File: src/hpm_pkg.sv
// ----------------------------------------
// shared constants of the page memory host
// ----------------------------------------
package hpm_pkg;
   // system clock and two-wire bit timing
   localparam int CLK_PERIOD_NS = 25;
   localparam int SCL_PERIOD_NS = 10000;
   // a quarter of the serial clock period, in system cycles
   localparam int QUARTER_CYC = SCL_PERIOD_NS / (4 * CLK_PERIOD_NS);
   localparam int QUARTER_W = 16;

   // byte framing
   localparam logic [3:0] ACK_SLOT = 4'h8;
   localparam logic [3:0] ROW_BYTES = 4'h8;
   localparam logic [7:0] IDLE_BYTE = 8'hFF;

   // direction bit in bit zero of the address byte
   localparam logic DIR_WRITE = 1'h0;
   localparam logic DIR_READ = 1'h1;

   // the device's slave addresses, 7-bit form
   localparam logic [6:0] AUX_ADDR = 7'h50;
   localparam logic [6:0] MAIN_ADDR_DEFAULT_1 = 7'h51;
   localparam logic [6:0] MAIN_ADDR_DEFAULT_2 = 7'h59;

   // acknowledge polling attempts before giving up
   localparam int POLL_LIMIT = 1000;
   localparam int POLL_W = 12;

   // bit-level operations of the pin engine
   typedef enum logic [1:0] {
      OP_START,
      OP_STOP,
      OP_BIT
   } hpm_op_t;
endpackage

File: src/hpm_bit_if.sv
`timescale 1ns/10ps
// ----------------------------------------
// byte sequencer to pin engine
// ----------------------------------------
interface hpm_bit_if;
   logic req;
   hpm_pkg::hpm_op_t op;
   logic tx_bit;
   logic done;
   logic rx_bit;

   modport master (
      output req,
      output op,
      output tx_bit,
      input done,
      input rx_bit
   );
   modport engine (
      input req,
      input op,
      input tx_bit,
      output done,
      output rx_bit
   );
endinterface

File: src/hpm_bit_engine.sv
`timescale 1ns/10ps
module hpm_bit_engine #(
   parameter int QUARTER_CYC = hpm_pkg::QUARTER_CYC
) (
   // system
   input wire logic clk,
   input wire logic rst,
   // serial clock pin, open drain
   input wire logic scl_i,
   output logic scl_o,
   output logic scl_oe_n,
   // serial data pin, open drain
   input wire logic sda_i,
   output logic sda_o,
   output logic sda_oe_n,
   // requests from the sequencer
   hpm_bit_if.engine bus
);
   // ----------------------------------------
   // pin synchronisers
   // ----------------------------------------
   logic scl_m_q, scl_s_q, sda_m_q, sda_s_q;

   always_ff @(posedge clk or posedge rst) begin
      if (rst) begin
         scl_m_q <= 1'h1;
         scl_s_q <= 1'h1;
         sda_m_q <= 1'h1;
         sda_s_q <= 1'h1;
      end else begin
         scl_m_q <= scl_i;
         scl_s_q <= scl_m_q;
         sda_m_q <= sda_i;
         sda_s_q <= sda_m_q;
      end
   end

   // ----------------------------------------
   // line levels per step, 1 = released
   // ----------------------------------------
   function automatic logic [1:0] lines(input hpm_pkg::hpm_op_t op, input logic [1:0] step, input logic b,
                                        input logic scl_now);
      logic [1:0] r;
      r = 2'h3;
      unique case (op)
         hpm_pkg::OP_START: r = (step == 2'h0) ? {scl_now, 1'h1} : (step == 2'h1) ? 2'h3 :
                                (step == 2'h2) ? 2'h2 : 2'h0;
         hpm_pkg::OP_STOP: r = (step == 2'h0) ? 2'h0 : (step == 2'h1) ? 2'h2 : 2'h3;
         // data set while clock low, held high
         hpm_pkg::OP_BIT: r = {(step == 2'h1 || step == 2'h2), b};
      endcase
      return r;
   endfunction

   // ----------------------------------------
   // step sequencer
   // ----------------------------------------
   logic busy_q, busy_d, bit_q, bit_d, done_q, done_d, rx_q, rx_d;
   logic scl_rel_q, scl_rel_d, sda_rel_q, sda_rel_d;
   logic [1:0] step_q, step_d;
   logic [hpm_pkg::QUARTER_W-1:0] cnt_q, cnt_d;
   hpm_pkg::hpm_op_t op_q, op_d;
   logic tick;

   assign tick = (cnt_q == hpm_pkg::QUARTER_W'(QUARTER_CYC - 1));

   always_comb begin
      busy_d = busy_q;
      bit_d = bit_q;
      op_d = op_q;
      step_d = step_q;
      cnt_d = cnt_q;
      rx_d = rx_q;
      done_d = 1'h0;
      {scl_rel_d, sda_rel_d} = {scl_rel_q, sda_rel_q};
      if (!busy_q) begin
         cnt_d = '0;
         if (bus.req) begin
            busy_d = 1'h1;
            op_d = bus.op;
            bit_d = bus.tx_bit;
            step_d = 2'h0;
         end
      end else begin
         {scl_rel_d, sda_rel_d} = lines(op_q, step_q, bit_q, scl_rel_q);
         // a released clock held low by the far end stalls the quarter count
         if (step_q == 2'h1 && !scl_s_q)
            cnt_d = '0;
         else if (tick)
            cnt_d = '0;
         else
            cnt_d = cnt_q + 1'h1;
         if (tick && !(step_q == 2'h1 && !scl_s_q)) begin
            // sample midway through clock high, at the end of step 1
            if (op_q == hpm_pkg::OP_BIT && step_q == 2'h1)
               rx_d = sda_s_q;
            step_d = step_q + 1'h1;
            if (step_q == 2'h3) begin
               busy_d = 1'h0;
               done_d = 1'h1;
            end
         end
      end
   end

   always_ff @(posedge clk or posedge rst) begin
      if (rst) begin
         busy_q <= 1'h0;
         bit_q <= 1'h1;
         op_q <= hpm_pkg::OP_STOP;
         step_q <= 2'h0;
         cnt_q <= '0;
         rx_q <= 1'h1;
         done_q <= 1'h0;
         scl_rel_q <= 1'h1;
         sda_rel_q <= 1'h1;
         scl_o <= 1'h0;
         sda_o <= 1'h0;
      end else begin
         busy_q <= busy_d;
         bit_q <= bit_d;
         op_q <= op_d;
         step_q <= step_d;
         cnt_q <= cnt_d;
         rx_q <= rx_d;
         done_q <= done_d;
         scl_rel_q <= scl_rel_d;
         sda_rel_q <= sda_rel_d;
         scl_o <= 1'h0;
         sda_o <= 1'h0;
      end
   end

   assign scl_oe_n = scl_rel_q;
   assign sda_oe_n = sda_rel_q;
   assign bus.done = done_q;
   assign bus.rx_bit = rx_q;
endmodule

File: src/hpm_host_top.sv
`timescale 1ns/10ps
// Behaviour
// - start: data falls while clock high
// - stop: data rises while clock high
// - repeated start issued like normal start
// - data changes only while clock low
// - ninth bit is acknowledge, low means ack
// - eight bits, msb first; device acks writes
// - host acks all but last read byte
// - direction zero writes, one reads
// - single write: start, addr, mem, data, stop
// - end each row with stop, then wait
// - dummy write, repeated start, then read
module hpm_host_top #(
   parameter int QUARTER_CYC = hpm_pkg::QUARTER_CYC,
   parameter int POLL_LIMIT = hpm_pkg::POLL_LIMIT
) (
   // system
   input wire logic clk,
   input wire logic rst,
   // command
   input wire logic cmd_valid,
   output logic cmd_ready,
   input wire logic cmd_read,
   input wire logic cmd_set_addr,
   input wire logic [6:0] cmd_dev,
   input wire logic [7:0] cmd_mem_addr,
   input wire logic [3:0] cmd_len,
   // write data
   input wire logic wr_valid,
   input wire logic [7:0] wr_data,
   output logic wr_ready,
   // read data
   output logic rd_valid,
   output logic [7:0] rd_data,
   // result
   output logic done,
   output logic err,
   output logic busy,
   // two-wire pins, open drain
   input wire logic scl_i,
   output logic scl_o,
   output logic scl_oe_n,
   input wire logic sda_i,
   output logic sda_o,
   output logic sda_oe_n
);
   // ----------------------------------------
   // types and helpers
   // ----------------------------------------
   typedef enum logic [2:0] {
      ST_IDLE,
      ST_START,
      ST_BYTE,
      ST_WAITWR,
      ST_STOP
   } hpm_state_t;

   typedef enum logic [2:0] {
      PH_DEV,
      PH_MEM,
      PH_RDEV,
      PH_WDATA,
      PH_RDATA
   } hpm_phase_t;

   // stop writes at row end, no wrap
   function automatic logic [3:0] row_clip(input logic [7:0] addr, input logic [3:0] len);
      logic [3:0] room;
      logic [3:0] want;
      room = hpm_pkg::ROW_BYTES - {1'h0, addr[2:0]};
      want = (len == 4'h0) ? 4'h1 : len;
      return (want > room) ? room : want;
   endfunction

   // ----------------------------------------
   // pin engine
   // ----------------------------------------
   hpm_bit_if bus ();

   hpm_bit_engine #(
      .QUARTER_CYC(QUARTER_CYC)
   ) u_engine (
      .clk(clk),
      .rst(rst),
      .scl_i(scl_i),
      .scl_o(scl_o),
      .scl_oe_n(scl_oe_n),
      .sda_i(sda_i),
      .sda_o(sda_o),
      .sda_oe_n(sda_oe_n),
      .bus(bus.engine)
   );

   // ----------------------------------------
   // transfer sequencer
   // ----------------------------------------
   hpm_state_t state_q, state_d;
   hpm_phase_t phase_q, phase_d;
   hpm_pkg::hpm_op_t op_q, op_d;
   logic req_q, req_d, txb_q, txb_d, wait_q, wait_d;
   logic read_q, read_d, setaddr_q, setaddr_d, again_q, again_d;
   logic [6:0] dev_q, dev_d;
   logic [7:0] mem_q, mem_d, sh_q, sh_d;
   logic [3:0] bitcnt_q, bitcnt_d, left_q, left_d;
   logic [hpm_pkg::POLL_W-1:0] tries_q, tries_d;
   logic cmd_ready_q, cmd_ready_d, wr_ready_q, wr_ready_d;
   logic rd_valid_q, rd_valid_d, done_q, done_d, err_q, err_d, busy_q, busy_d;
   logic [7:0] rd_data_q, rd_data_d;
   logic rx_mode, ack_n, bit_out;

   assign rx_mode = (phase_q == PH_RDATA);
   assign ack_n = bus.rx_bit;

   always_comb begin
      // msb first; ninth slot is acknowledge
      if (bitcnt_q == hpm_pkg::ACK_SLOT)
         // nack only the final read byte
         bit_out = rx_mode ? (left_q == 4'h1) : 1'h1;
      else
         // released so the device drives read bits
         bit_out = rx_mode ? 1'h1 : sh_q[7];
   end

   always_comb begin
      state_d = state_q;
      phase_d = phase_q;
      op_d = op_q;
      req_d = 1'h0;
      txb_d = txb_q;
      wait_d = wait_q;
      read_d = read_q;
      setaddr_d = setaddr_q;
      again_d = again_q;
      dev_d = dev_q;
      mem_d = mem_q;
      sh_d = sh_q;
      bitcnt_d = bitcnt_q;
      left_d = left_q;
      tries_d = tries_q;
      cmd_ready_d = cmd_ready_q;
      wr_ready_d = wr_ready_q;
      rd_valid_d = 1'h0;
      rd_data_d = rd_data_q;
      done_d = 1'h0;
      err_d = err_q;
      unique case (state_q)
         ST_IDLE: begin
            cmd_ready_d = 1'h1;
            if (cmd_valid && cmd_ready_q) begin
               cmd_ready_d = 1'h0;
               read_d = cmd_read;
               // writes always carry the memory address
               setaddr_d = cmd_set_addr || !cmd_read;
               dev_d = cmd_dev;
               mem_d = cmd_mem_addr;
               left_d = cmd_read ? ((cmd_len == 4'h0) ? 4'h1 : cmd_len) : row_clip(cmd_mem_addr, cmd_len);
               tries_d = '0;
               err_d = 1'h0;
               phase_d = PH_DEV;
               wait_d = 1'h0;
               state_d = ST_START;
            end
         end
         // repeated start uses the same sequence
         ST_START: begin
            if (!wait_q) begin
               req_d = 1'h1;
               op_d = hpm_pkg::OP_START;
               wait_d = 1'h1;
            end else if (bus.done) begin
               wait_d = 1'h0;
               bitcnt_d = 4'h0;
               // address in upper bits, direction in bit zero
               // plain read takes no memory address
               sh_d = {dev_q, (phase_q == PH_RDEV || !setaddr_q) ? hpm_pkg::DIR_READ : hpm_pkg::DIR_WRITE};
               state_d = ST_BYTE;
            end
         end
         ST_BYTE: begin
            if (!wait_q) begin
               req_d = 1'h1;
               op_d = hpm_pkg::OP_BIT;
               txb_d = bit_out;
               wait_d = 1'h1;
            end else if (bus.done) begin
               wait_d = 1'h0;
               if (bitcnt_q != hpm_pkg::ACK_SLOT) begin
                  sh_d = {sh_q[6:0], bus.rx_bit};
                  bitcnt_d = bitcnt_q + 4'h1;
               end else begin
                  bitcnt_d = 4'h0;
                  state_d = ST_STOP;
                  unique case (phase_q)
                     PH_DEV: begin
                        // high in the ack slot is refusal
                        if (ack_n) begin
                           if (tries_q == hpm_pkg::POLL_W'(POLL_LIMIT - 1)) begin
                              err_d = 1'h1;
                           end else begin
                              tries_d = tries_q + 1'h1;
                              again_d = 1'h1;
                           end
                        end else if (!setaddr_q) begin
                           phase_d = PH_RDATA;
                           sh_d = hpm_pkg::IDLE_BYTE;
                           state_d = ST_BYTE;
                        end else begin
                           // memory address follows the address byte
                           phase_d = PH_MEM;
                           sh_d = mem_q;
                           state_d = ST_BYTE;
                        end
                     end
                     PH_MEM: begin
                        if (ack_n) begin
                           err_d = 1'h1;
                        end else if (read_q) begin
                           phase_d = PH_RDEV;
                           state_d = ST_START;
                        end else begin
                           wr_ready_d = 1'h1;
                           state_d = ST_WAITWR;
                        end
                     end
                     PH_RDEV: begin
                        if (ack_n) begin
                           err_d = 1'h1;
                        end else begin
                           phase_d = PH_RDATA;
                           sh_d = hpm_pkg::IDLE_BYTE;
                           state_d = ST_BYTE;
                        end
                     end
                     PH_WDATA: begin
                        // each written byte must be acknowledged
                        if (ack_n) begin
                           err_d = 1'h1;
                        end else begin
                           left_d = left_q - 4'h1;
                           if (left_q != 4'h1) begin
                              wr_ready_d = 1'h1;
                              state_d = ST_WAITWR;
                           end
                        end
                     end
                     PH_RDATA: begin
                        rd_valid_d = 1'h1;
                        rd_data_d = sh_q;
                        left_d = left_q - 4'h1;
                        if (left_q != 4'h1) begin
                           sh_d = hpm_pkg::IDLE_BYTE;
                           state_d = ST_BYTE;
                        end
                     end
                     default: begin
                        err_d = 1'h1;
                     end
                  endcase
               end
            end
         end
         ST_WAITWR: begin
            if (wr_valid && wr_ready_q) begin
               wr_ready_d = 1'h0;
               sh_d = wr_data;
               bitcnt_d = 4'h0;
               phase_d = PH_WDATA;
               state_d = ST_BYTE;
            end
         end
         // each write ends with a stop
         ST_STOP: begin
            if (!wait_q) begin
               req_d = 1'h1;
               op_d = hpm_pkg::OP_STOP;
               wait_d = 1'h1;
            end else if (bus.done) begin
               wait_d = 1'h0;
               if (again_q) begin
                  again_d = 1'h0;
                  phase_d = PH_DEV;
                  state_d = ST_START;
               end else begin
                  done_d = 1'h1;
                  state_d = ST_IDLE;
               end
            end
         end
         default: begin
            state_d = ST_IDLE;
         end
      endcase
      busy_d = (state_d != ST_IDLE);
   end

   always_ff @(posedge clk or posedge rst) begin
      if (rst) begin
         state_q <= ST_IDLE;
         phase_q <= PH_DEV;
         op_q <= hpm_pkg::OP_STOP;
         req_q <= 1'h0;
         txb_q <= 1'h1;
         wait_q <= 1'h0;
         read_q <= 1'h0;
         setaddr_q <= 1'h0;
         again_q <= 1'h0;
         dev_q <= 7'h00;
         mem_q <= 8'h00;
         sh_q <= 8'hFF;
         bitcnt_q <= 4'h0;
         left_q <= 4'h0;
         tries_q <= '0;
         cmd_ready_q <= 1'h0;
         wr_ready_q <= 1'h0;
         rd_valid_q <= 1'h0;
         rd_data_q <= 8'h00;
         done_q <= 1'h0;
         err_q <= 1'h0;
         busy_q <= 1'h0;
      end else begin
         state_q <= state_d;
         phase_q <= phase_d;
         op_q <= op_d;
         req_q <= req_d;
         txb_q <= txb_d;
         wait_q <= wait_d;
         read_q <= read_d;
         setaddr_q <= setaddr_d;
         again_q <= again_d;
         dev_q <= dev_d;
         mem_q <= mem_d;
         sh_q <= sh_d;
         bitcnt_q <= bitcnt_d;
         left_q <= left_d;
         tries_q <= tries_d;
         cmd_ready_q <= cmd_ready_d;
         wr_ready_q <= wr_ready_d;
         rd_valid_q <= rd_valid_d;
         rd_data_q <= rd_data_d;
         done_q <= done_d;
         err_q <= err_d;
         busy_q <= busy_d;
      end
   end

   // ----------------------------------------
   // outputs
   // ----------------------------------------
   assign bus.req = req_q;
   assign bus.op = op_q;
   assign bus.tx_bit = txb_q;
   assign cmd_ready = cmd_ready_q;
   assign wr_ready = wr_ready_q;
   assign rd_valid = rd_valid_q;
   assign rd_data = rd_data_q;
   assign done = done_q;
   assign err = err_q;
   assign busy = busy_q;
endmodule

File: config.mk
export PLATFORM = sky130hd
export DESIGN_NAME = hpm_host_top
export DESIGN_NICKNAME = d
export VERILOG_FILES = /design/src/hpm_pkg.sv /design/src/hpm_bit_if.sv /design/src/hpm_bit_engine.sv /design/src/hpm_host_top.sv
export SDC_FILE = /design/constraint.sdc
export NUM_CORES = 1
export LEC_CHECK = 0
export CAP_MARGIN = 25
export CORE_ASPECT_RATIO = 1.1
export CORE_MARGIN = 2
export CORE_UTILIZATION = 45
export DETAILED_ROUTE_END_ITERATION = 10
export DONT_BUFFER_PORTS = 1
export PLACE_DENSITY = 0.58
export SLEW_MARGIN = 25
export SYNTH_ARGS = -nofsm -noshare
export SYNTH_HDL_FRONTEND = slang
export SYNTH_HIERARCHICAL = 1
export SYNTH_SLANG_ARGS = --single-unit
File: constraint.sdc
create_clock -name clk -period 2.2 [get_ports clk]
set_input_delay 0.11 -clock clk [delete_from_list [all_inputs] [get_ports clk]]
set_output_delay 0.11 -clock clk [all_outputs]
set_load 0.005 [all_outputs]
After elaboration in Yosys (flattened, before gate mapping)
Cells that the tools add are included.
{ "word_totals": {"output_inout_bits": 18, "input_bits": 35, "register_bits": 101, "wordCells": 286} }
{ "op_classes": {"magnitude_cmp": 1, "n_addsub": 6, "muxes": 140, "n_reduce_logical": 46, "n_eq_ne": 55, "bitwise_logic": 3} }
{ "op_table": {"columns": ["operator", "n"], "rows": [
  ["$mux W12", 7],
  ["$mux W3", 27],
  ["$mux W8", 10],
  ["$mux W4", 14],
  ["$mux W1", 50],
  ["$mux W16", 3],
  ["$pmux W8 S3", 2],
  ["$ne A2 B2 Y1 const B", 14],
  ["$ne A3 B3 Y1 const B", 8],
  ["$pmux W12 S2", 1],
  ["$pmux W3 S4", 2],
  ["$mux W2", 11],
  ["$reduce_and A10 Y1", 2],
  ["$reduce_and A9 Y1", 2],
  ["$add A16 B1 Y16 const B", 1],
  ["$eq A16 B7 Y1 const B", 1],
  ["$ne A4 B4 Y1 const B", 4],
  ["$pmux W4 S2", 2],
  ["$pmux W3 S5", 1],
  ["$reduce_and A14 Y1", 1],
  ["$add A12 B1 Y12 const B", 1],
  ["$eq A12 B10 Y1 const B", 1],
  ["$eq A3 B2 Y1 const B", 4],
  ["$pmux W2 S3", 2],
  ["40 further kinds", 80]
]} }

Depth between registers and ports, before layout
Gate-level depths: netlist of run 1.
{ "logic_depth": {"word_depth": 9, "depth_mapped": 9, "mapped_depth_nobuf": 9} }

By module
Netlist of run 1, hierarchy kept.
{ "by_module_without_submodules": {"columns": ["mod", "seq_area_each_um2", "instances", "cells_each", "area_each_um2"], "rows": [
  ["hpm_host_top", 1789.2, 1, 428, 3935.0],
  ["hpm_bit_engine", 762.0, 1, 140, 1510.2]
]} }

Worst setup path before layout of run 1
Ideal clock, no wire load.
{ "synth_path": {"path_type": "register to register", "startpoint": "register phase_q[0]", "endpoint": "register tries_q[11] (netlist name)", "period_less_slack_ps": 1949, "setup_ps": 78, "path_buffers": 1, "arrival_time_ps": 1871, "path_stages_with_launch": 6, "path_slack_ps": 251, "t_required_ps": 2122, "path_cell_list": "dfrtp_1 -> buf_2 -> o41a_1 -> or4_1 -> or3_1 -> a21oi_1"} }
{ "synth_between": {"elab_chain_len": 3} }
{ "synth_rtl": {"columns": ["element", "line_no", "rtl"], "rows": [
  ["start, declared", "hpm_host_top.sv:99", "hpm_phase_t phase_q, phase_d;"],
  ["start signal, assigned", "hpm_host_top.sv:323", "phase_q <= phase_d;"],
  ["$logic_not A3 Y1", "hpm_host_top.sv:194", "unique case (phase_q)"],
  ["$ne A2 B1 Y1 (no source line)", null, null],
  ["$reduce_and A8 Y1 (no source line)", null, null],
  ["end signal, assigned", "hpm_host_top.sv:336", "tries_q <= tries_d;"],
  ["end, declared", "hpm_host_top.sv:106", "logic [hpm_pkg::POLL_W-1:0] tries_q, tries_d;"]
]} }
Every way passes these cells.
A chain may end at the register's enable or synchronous reset.

Worst setup path after layout of run 1
{ "layout_path": {"startpoint": "input cmd_mem_addr[1]", "endpoint": "register left_q[0]"} }
{ "layout_between": {"elab_chain_len": 6} }
{ "layout_rtl": {"columns": ["element", "line_no", "rtl"], "rows": [
  ["start, declared", "hpm_host_top.sv:27", "input wire logic [7:0] cmd_mem_addr,"],
  ["$sub A4 B3 Y4", "hpm_host_top.sv:71", "room = hpm_pkg::ROW_BYTES - {1'h0, addr[2:0]};"],
  ["$gt A4 B4 Y1", "hpm_host_top.sv:73", "return (want > room) ? room : want;"],
  ["$mux W4", "hpm_host_top.sv:73", null],
  ["$mux W4", "hpm_host_top.sv:157", "left_d = cmd_read ? ((cmd_len == 4'h0) ? 4'h1 : cmd_len) : row_clip(cmd_mem_addr, cmd_len);"],
  ["$mux W4", "hpm_host_top.sv:150", "if (cmd_valid && cmd_ready_q) begin"],
  ["$pmux W4 S2", "hpm_host_top.sv:147", "unique case (state_q)"],
  ["end signal, assigned", "hpm_host_top.sv:335", "left_q <= left_d;"],
  ["end, declared", "hpm_host_top.sv:105", "logic [3:0] bitcnt_q, bitcnt_d, left_q, left_d;"]
]} }
Every way passes these cells. The select of a mux whose other input is x is not followed.

==> reports/results.env, run 1 <==
STATUS='finished clean'
BUFFER_PORTS.INSERTED=0
CLOCK_ROOT_BUFFER='clkbuf_16'
SETUP_VIOL=0
WORST_CLOCK_SKEW_PS=5.93
CLOCK_TREE_FROM_TRITONCTS='yes'
FINAL_CELL_AREA_UM2=6260
CORE.ROWCOUNT=42
CRITPATHKIND='in2reg'
LAYOUT_WORST_PATH_CYCLE_SHARE_PCT=97.2
CORE-AREA_UM2=11900
FMAX_MHz=467
CLKLATENCYLATEPIN_PS=340
CRIT_PATH_MAX_CELL_DELAY_PS=540
ANTENNA_CELLS_INSERTED=0
DESIGN.FINAL.NETS=654
ANT_NETS=0
MAX_CAP_VIOLATIONS=0
TIMING.CRITICAL_PATH.FANOUT_MAX=3
MAX-CLOCK-PATH-BUFFERS=2
GROUTE.USAGE.OVERALL_PCT=20.0
DRT_FIRST_PASS_ITERS=4
CRIT_PATH_TOP_DELAY_CELL='dlygate4sd3_1'
POSTSYNTHCELLCOUNT=568
YOSYS_WARN_COUNT=6
AVGVIACOUNTPERCELL=5.56
REQUIRED_TIME_WORST_ENDPOINT_PS=2420
GLOBALPLACE.CONGESTION=0.879
AVGROUTEDWIREPERCELL_UM=16.1
NUMBER_OF_BUFFERS_CREATED_BY_CTS=9
TIGHTESTPINTRANSITION_PS=647
HOLD_SLACK_PS=53.1
REPORT.FINAL.SLEW_VIOL_COUNT=0
DPL_HPWL_MM=8.86
TIMING.RR.START='state_q[1]'
CRITICAL_PATH_ARRIVAL_PS=2360
CTS.REPORTEDPATHS.CLKPINSLEW_PS=70
ASYNC_RESET_FF_SHARE_PCT=100
DIE_W_UM=109
DIE_AREA_UM2=13000
NUMBER_OF_ANTENNA_VIOLATIONS_AT_THE_FIRST_CHECK_IN_GLOBAL_ROUTING=0
NUM_IO_PINS=53
GLOBALROUTE.TOTALOVERFLOW=0
LAYOUT_MIN_CYCLE_TIME_PS=2140
WORST_MIN_DELAY_PATH_ENDPOINT='mem_q[0]'
R2R_SLACK_PS=130
SYN_AREA_UM2=5450
PATH_CELLS='dlygate4sd3_1 > inv_2 > ha_4 > inv_1 > ha_1 > nor2b_2 > o211ai_1 > a21oi_2 > buf_4 > mux2i_1 > a211o_1'
TIMING.HOLD.WORST.START='cmd_mem_addr[0]'
WORST-R2R-CELL-COUNT=5
SYN_TO_FINAL_GROWTH_PCT=15.0
LEAKAGEPOWER_nW=2.68
POST_SYNTH_NUM_CELL_TYPES=72
FINALHOLDVIOLCOUNT=0
SYN_AVG_CELL_AREA_UM2=9.59
CRIT_PATH_END_KIND='register'
DPL_CELL_AREA_UM2=5760
MINIMUM_SETUP_SLACK_AFTER_PLACEMENT_PS=168
DRT-TOTAL-WL_MM=12.3
SYNTH.TOP_CELL.AREA_SHARE_PCT=37.7
CLASS_OF_THE_WORST_HOLD_PATH='in2reg'
WORSTREG2REGEND='tries_q[11]'
DR_TOTAL_VIAS=4229
YS_TOP_CELLS_BY_AREA='dfrtp_1 38%, dfstp_2 9.2%, nand2_1 6.3%, mux2_2 4.3%, ha_1 3.9%'
DIE_H_UM=119
VIA_COUNT_OF_THE_FIRST_GLOBAL_ROUTING_PASS=4313
MIN_DELAY_PATH_DEPTH=2
CLOCK-SINKS=101
GLOBAL_ROUTE_WIRE_LENGTH_BEFORE_REPAIR_MM=20.7
H-TREE-DEPTH=3
START_UTIL_PCT=45.6
SYNTH_FLOP_CELL='dfrtp_1'
DRIVE_GT1_SHARE_PCT=18.6
SYNTH-SEQ-CELLS=101
SYNTH_EDF_COUNT=0
SYNTH.YOSYS.SEQ_AREA_SHARE_PCT=46.9
GRT_START_MAX_NET_PINS=53
WORST_SETUP_PATH_START_KIND='input port'
TIMING.FINAL.WS_SETUP_PS=60.9
WORST_SLEW_MARGIN_REL_PCT=56.7
IR_DROP_WORST_VDD_mV=0.388
YOSYSTOPAREACELL='dfrtp_1'
POWER_DENSITY_nW_PER_UM2=560
REMAINING_DRC_ERRORS=0
DETAILEDROUTE.FIRSTITERATIONVIOLATIONS=192
## worst max-delay path by stage
| stage | start | to | cells past startpoint |
|---|---|---|---|
| detailed placement | bitcnt_q[0] | left_q[2] | 7 |
| finish | cmd_mem_addr[1] | left_q[0] | 11 |
| global route | cmd_mem_addr[1] | left_q[0] | 11 |
| CTS | cmd_mem_addr[1] | left_q[0] | 10 |
| floorplan | phase_q[0] | tries_q[11] | 5 |
| global placement | state_q[1] | sh_q[3] | 7 |
## routing by layer
metal | vias up | routed length [µm] | share of wire, % | track usage, %
li1 | 2079 | - | - | -
met3 | 15 | 450 | 3.7 | 4.00
met5 | - | 0 | 0 | 0
met4 | 0 | 180 | 1.5 | 6.57
met1 | 2056 | 5760 | 47 | 27.2
met2 | 79 | 5860 | 48 | 32.0
## sequential cells by signal (all words and copies together) (netlist names), 2 cells and up
| signal | cells |
|---|---|
| bitcnt_q | 4 |
| bus.op | 2 |
| dev_q | 7 |
| left_q | 4 |
| mem_q | 8 |
| phase_q | 3 |
| rd_data | 8 |
| sh_q | 8 |
| state_q | 3 |
| tries_q | 12 |
| u_engine/cnt_q | 16 |
| u_engine/op_q | 2 |
| u_engine/step_q | 2 |
## cell families after synthesis
kind of cell               synth area share [%]
AOI/OAI and AO/OA                          13.8
DFF                                        46.9
adders and majority gates                  3.91
buffers and inverters                      4.55
and+or+nand+nor                            22.0
other                                    0.0689
muxes                                      6.07
xor gates and xnor gates                   2.73
## layout make-up
type                            instances  area [µm²]
Sequential cell                       101        2550
Inverter                               27         101
Fill cell                            1085        5670
Clock buffer                           11         243
Tap cell                              154         193
Multi-Input combinational cell        411        2670
Timing Repair Buffer                   52         465
Clock inverter                          5        35.0
## synthesized netlist by cell type, types with 11 or more instances
master    instances
mux2_2           21
nor2_1           39
nor3_1           11
inv_1            27
a21oi_1          22
dfrtp_1          82
xnor2_1          12
ha_1             17
clkbuf_1         20
o211ai_1         11
nand2_1          91
dfstp_2          19
o21ai_0          31
nand3_1          15
## repair_timing
action	in CTS	in global routing
resized for setup	0	5
setup buffers	0	1
hold buffers	20	0
hold endpoints to repair	44	0
endpoints found under the setup margin	0	4
## per-stage QoR
step	setup TNS [ps]	utilization [%]	instances	power, mW
finish	0	52.5	761	3.50
global route	-56.3	52.5	761	3.63
CTS	0	52.3	760	3.54
detailed placement	0	48.2	724	2.01
global placement	0	48.2	724	2.01
floorplan	0	-	569	1.98
## report_power, final
part	leakage, nW	total (mW)	switching (mW)	internal [mW]
Combinational	1.33	0.148	0.0835	0.0644
Clock	0.136	1.49	0.689	0.801
Sequential	1.21	1.86	0.000872	1.86
## cell usage in the layout (no fill, tap or decap), types with 16 or more instances in the layout
cell type / n
a21oi_1: 21
dfstp_2: 19
nand2_1: 91
buf_4: 30
inv_1: 25
nor2_1: 38
dfrtp_1: 82
ha_1: 16
mux2_2: 21
dlygate4sd3_1: 20
o21ai_0: 30
## worst max-delay path: cells and delay by family
kind,cells,cell delay [ps]
AOI/OAI and AO/OA,3,620
adders and majority gates,2,550
buffers and inverters,4,790
muxes,1,130
and+or+nand+nor,1,150
No activity file was read; power rests on OpenSTA's default activity.
==> run 2: changes to the inputs <==
Settings changed: HOLD_SLACK_MARGIN from default to 0.08, SETUP_SLACK_MARGIN from default to 0.4.
==> reports/results.env, run 2 (synthesized netlist as in run 1, its figures left out) <==
CLOCK_TREE_FROM_TRITONCTS='yes'
TIMING.RR.START='phase_q[1]'
REG.LARGEST.LIST='u_engine/cnt_q: 16 flops, tries_q: 12 flops'
FIN_SETUP_TNS_PS=0
TIMING.CRITICAL_PATH.FANOUT_MAX=7
MIN_DELAY_PATH_DEPTH=3
RELATIVE_CONTRIBUTION_OF_THE_CLOCK_NETWORK_TO_TOTAL_POWER_PCT=43.7
TIGHTESTPINTRANSITION_PS=720
MAX-CLOCK-PATH-BUFFERS=2
GLOBALROUTE.TOTALOVERFLOW=0
WORST_SETUP_PATH_START_KIND='register'
SYN_TO_FINAL_GROWTH_PCT=26.4
LAYOUT_MIN_CYCLE_TIME_PS=1980
IR_DROP_WORST_VDD_mV=0.570
H-TREE-DEPTH=3
SETUP_VIOL=0
BUFFER_PORTS.INSERTED=0
CLASS_OF_THE_WORST_HOLD_PATH='in2reg'
MINIMUM_SETUP_SLACK_AFTER_PLACEMENT_PS=38.0
POWER_INTERNAL_mW=2.80
ANT_NETS=0
AVGROUTEDWIREPERCELL_UM=17.0
GRT_START_MAX_NET_PINS=43
STATUS='finished clean'
NUM_IO_PINS=53
CLKLATENCYLATEPIN_PS=360
CTS.REPORTEDPATHS.CLKPINSLEW_PS=70
FINALHOLDVIOLCOUNT=0
CRIT_PATH_END_KIND='register'
NUMBER_OF_ANTENNA_VIOLATIONS_AT_THE_FIRST_CHECK_IN_GLOBAL_ROUTING=0
REGISTERS.TOP_BY_FF_COUNT='u_engine/cnt_q'
CLOCK_ROOT_BUFFER='clkbuf_16'
TIMING.FINAL.WS_SETUP_PS=219
NUMBER_OF_BUFFERS_CREATED_BY_CTS=9
FILL_CELLS=992
DETAILEDROUTE.FIRSTITERATIONVIOLATIONS=400
DRIVE_GT1_SHARE_PCT=28.3
WORST-R2R-CELL-COUNT=4
WORST_SLEW_MARGIN_REL_PCT=51.9
NETSWITCHINGFRACTION_PCT=22.0
SWITCHINGPOWER_uW=789
TIMING.HOLD.WORST.START='cmd_mem_addr[2]'
DIE_H_UM=119
LAYOUT.CELLS.MOST_COMMON='nand2_1'
CORE-AREA_UM2=11900
GLOBAL_ROUTE_WIRE_LENGTH_BEFORE_REPAIR_MM=22.2
HOLD_SLACK_PS=87.7
POWER_DENSITY_nW_PER_UM2=521
DPL_HPWL_MM=8.88
LEAKAGEPOWER_nW=2.93
ANTENNA_CELLS_INSERTED=0
CRITICAL_PATH_ARRIVAL_PS=2270
CORE.ROWCOUNT=42
DRT-TOTAL-WL_MM=13.5
LARGEST_REGISTER_FFS=16
DR_TOTAL_VIAS=4529
R2R_SLACK_PS=220
REPORT.FINAL.SLEW_VIOL_COUNT=0
STARTPOINT='phase_q[1]'
LAYOUT_WORST_PATH_CYCLE_SHARE_PCT=90.1
DRT_FIRST_PASS_ITERS=5
WORST_MIN_DELAY_PATH_ENDPOINT='left_q[3]'
DIE_AREA_UM2=13000
COMBPWRFRAC_PCT=4.3
WORST_CLOCK_SKEW_PS=8.34
START_UTIL_PCT=45.6
DIE_W_UM=109
GROUTE.USAGE.OVERALL_PCT=22.0
WORSTREG2REGEND='tries_q[10]'
POWER_FRAC_SEQ_PCT=52.0
VIA_COUNT_OF_THE_FIRST_GLOBAL_ROUTING_PASS=4467
REQUIRED_TIME_WORST_ENDPOINT_PS=2490
DESIGN.FINAL.NETS=686
REMAINING_DRC_ERRORS=0
GLOBALPLACE.CONGESTION=0.848
MOST-COMMON-LAYOUT-CELLS='90 x nand2_1, 78 x dfrtp_1, 44 x buf_4, 34 x nor2_1'
MAX_CAP_VIOLATIONS=0
CLOCK-SINKS=101
RSZ0062_AT_GRT='yes'
AVGVIACOUNTPERCELL=5.71
CRITPATHKIND='reg2reg'
FMAX_MHz=505
[run 2: cell count changes in the layout (fill, tap and decap cells not counted), moves of 3 or more]
| cell | change |
|---|---|
| a21oi_2 | +3 |
| buf_4 | +14 |
| buf_6 | +11 |
| dfrtp_1 | -4 |
| dfrtp_2 | +4 |
| dlygate4sd3_1 | +3 |
| mux2_2 | -10 |
| mux2_4 | +10 |
| nor2_1 | -4 |
| nor2_4 | +4 |
| o21ai_0 | -5 |
| o21ai_2 | +4 |
[run 2: through the flow]
step / cells / utilization (%) / power [mW] / instance area (µm²)
CTS: 785 / 56.0 / 3.63 / 6680
detailed placement: 719 / 48.2 / 2.01 / 5750
finish: 793 / 57.7 / 3.59 / 6890
global placement: 719 / 48.2 / 2.01 / 5750
global route: 793 / 57.7 / 3.72 / 6890
floorplan: 569 / - / 1.98 / 5510
[run 2: layout make-up]
type                    instances  area, µm²  share of cell area, %
repair buffers                 82        772                   11.2
clock buffers                  13        270                   3.93
flip-flops and latches        101       2560                   37.1
well taps                     154        193                   2.80
clock inverters                 3       18.8                  0.273
multi-input cells             413       2970                   43.1
inverters                      27        105                   1.53
[run 2: repair_timing]
action / CTS / global route
hold buffers: 23 / 0
endpoints found under the setup margin: 42 / 65
endpoints found under the hold margin: 79 / 0
resized for setup: 43 / 36
pin swaps: 21 / 16
setup buffers: 24 / 8
cloned: 3 / 0
[run 2: worst max-delay path by stage]
stage               slack [ps]          end  cells after the start
finish                     220  tries_q[10]                      4
global route               170   tries_q[4]                      8
CTS                        190  tries_q[10]                      4
detailed placement          40   tries_q[9]                      5
global placement           110   tries_q[9]                      5
floorplan                  290   tries_q[3]                      7
[run 2: per-layer routing]
layer	vias up	GRT usage, %	wire [µm]
met2	120	35.8	6710
met5	-	0	0
li1	2143	-	-
met4	0	6.57	228
met3	19	4.93	661
met1	2247	29.0	5880
[run 2: worst max-delay path, stage by stage, from the launching register on]
cell     delay, ps
dfrtp_2        470
o41a_1         500
or3_4          380
or4_4          430
a21oi_2        130
[run 2: power by group through the flow]
stage | registers [mW] | logic, mW | clock network (mW)
finish | 1.87 | 0.155 | 1.57
global route | 1.86 | 0.173 | 1.69
CTS | 1.86 | 0.157 | 1.61
detailed placement | 1.90 | 0.109 | 0
global placement | 1.90 | 0.106 | 0
floorplan | 1.90 | 0.0800 | 0
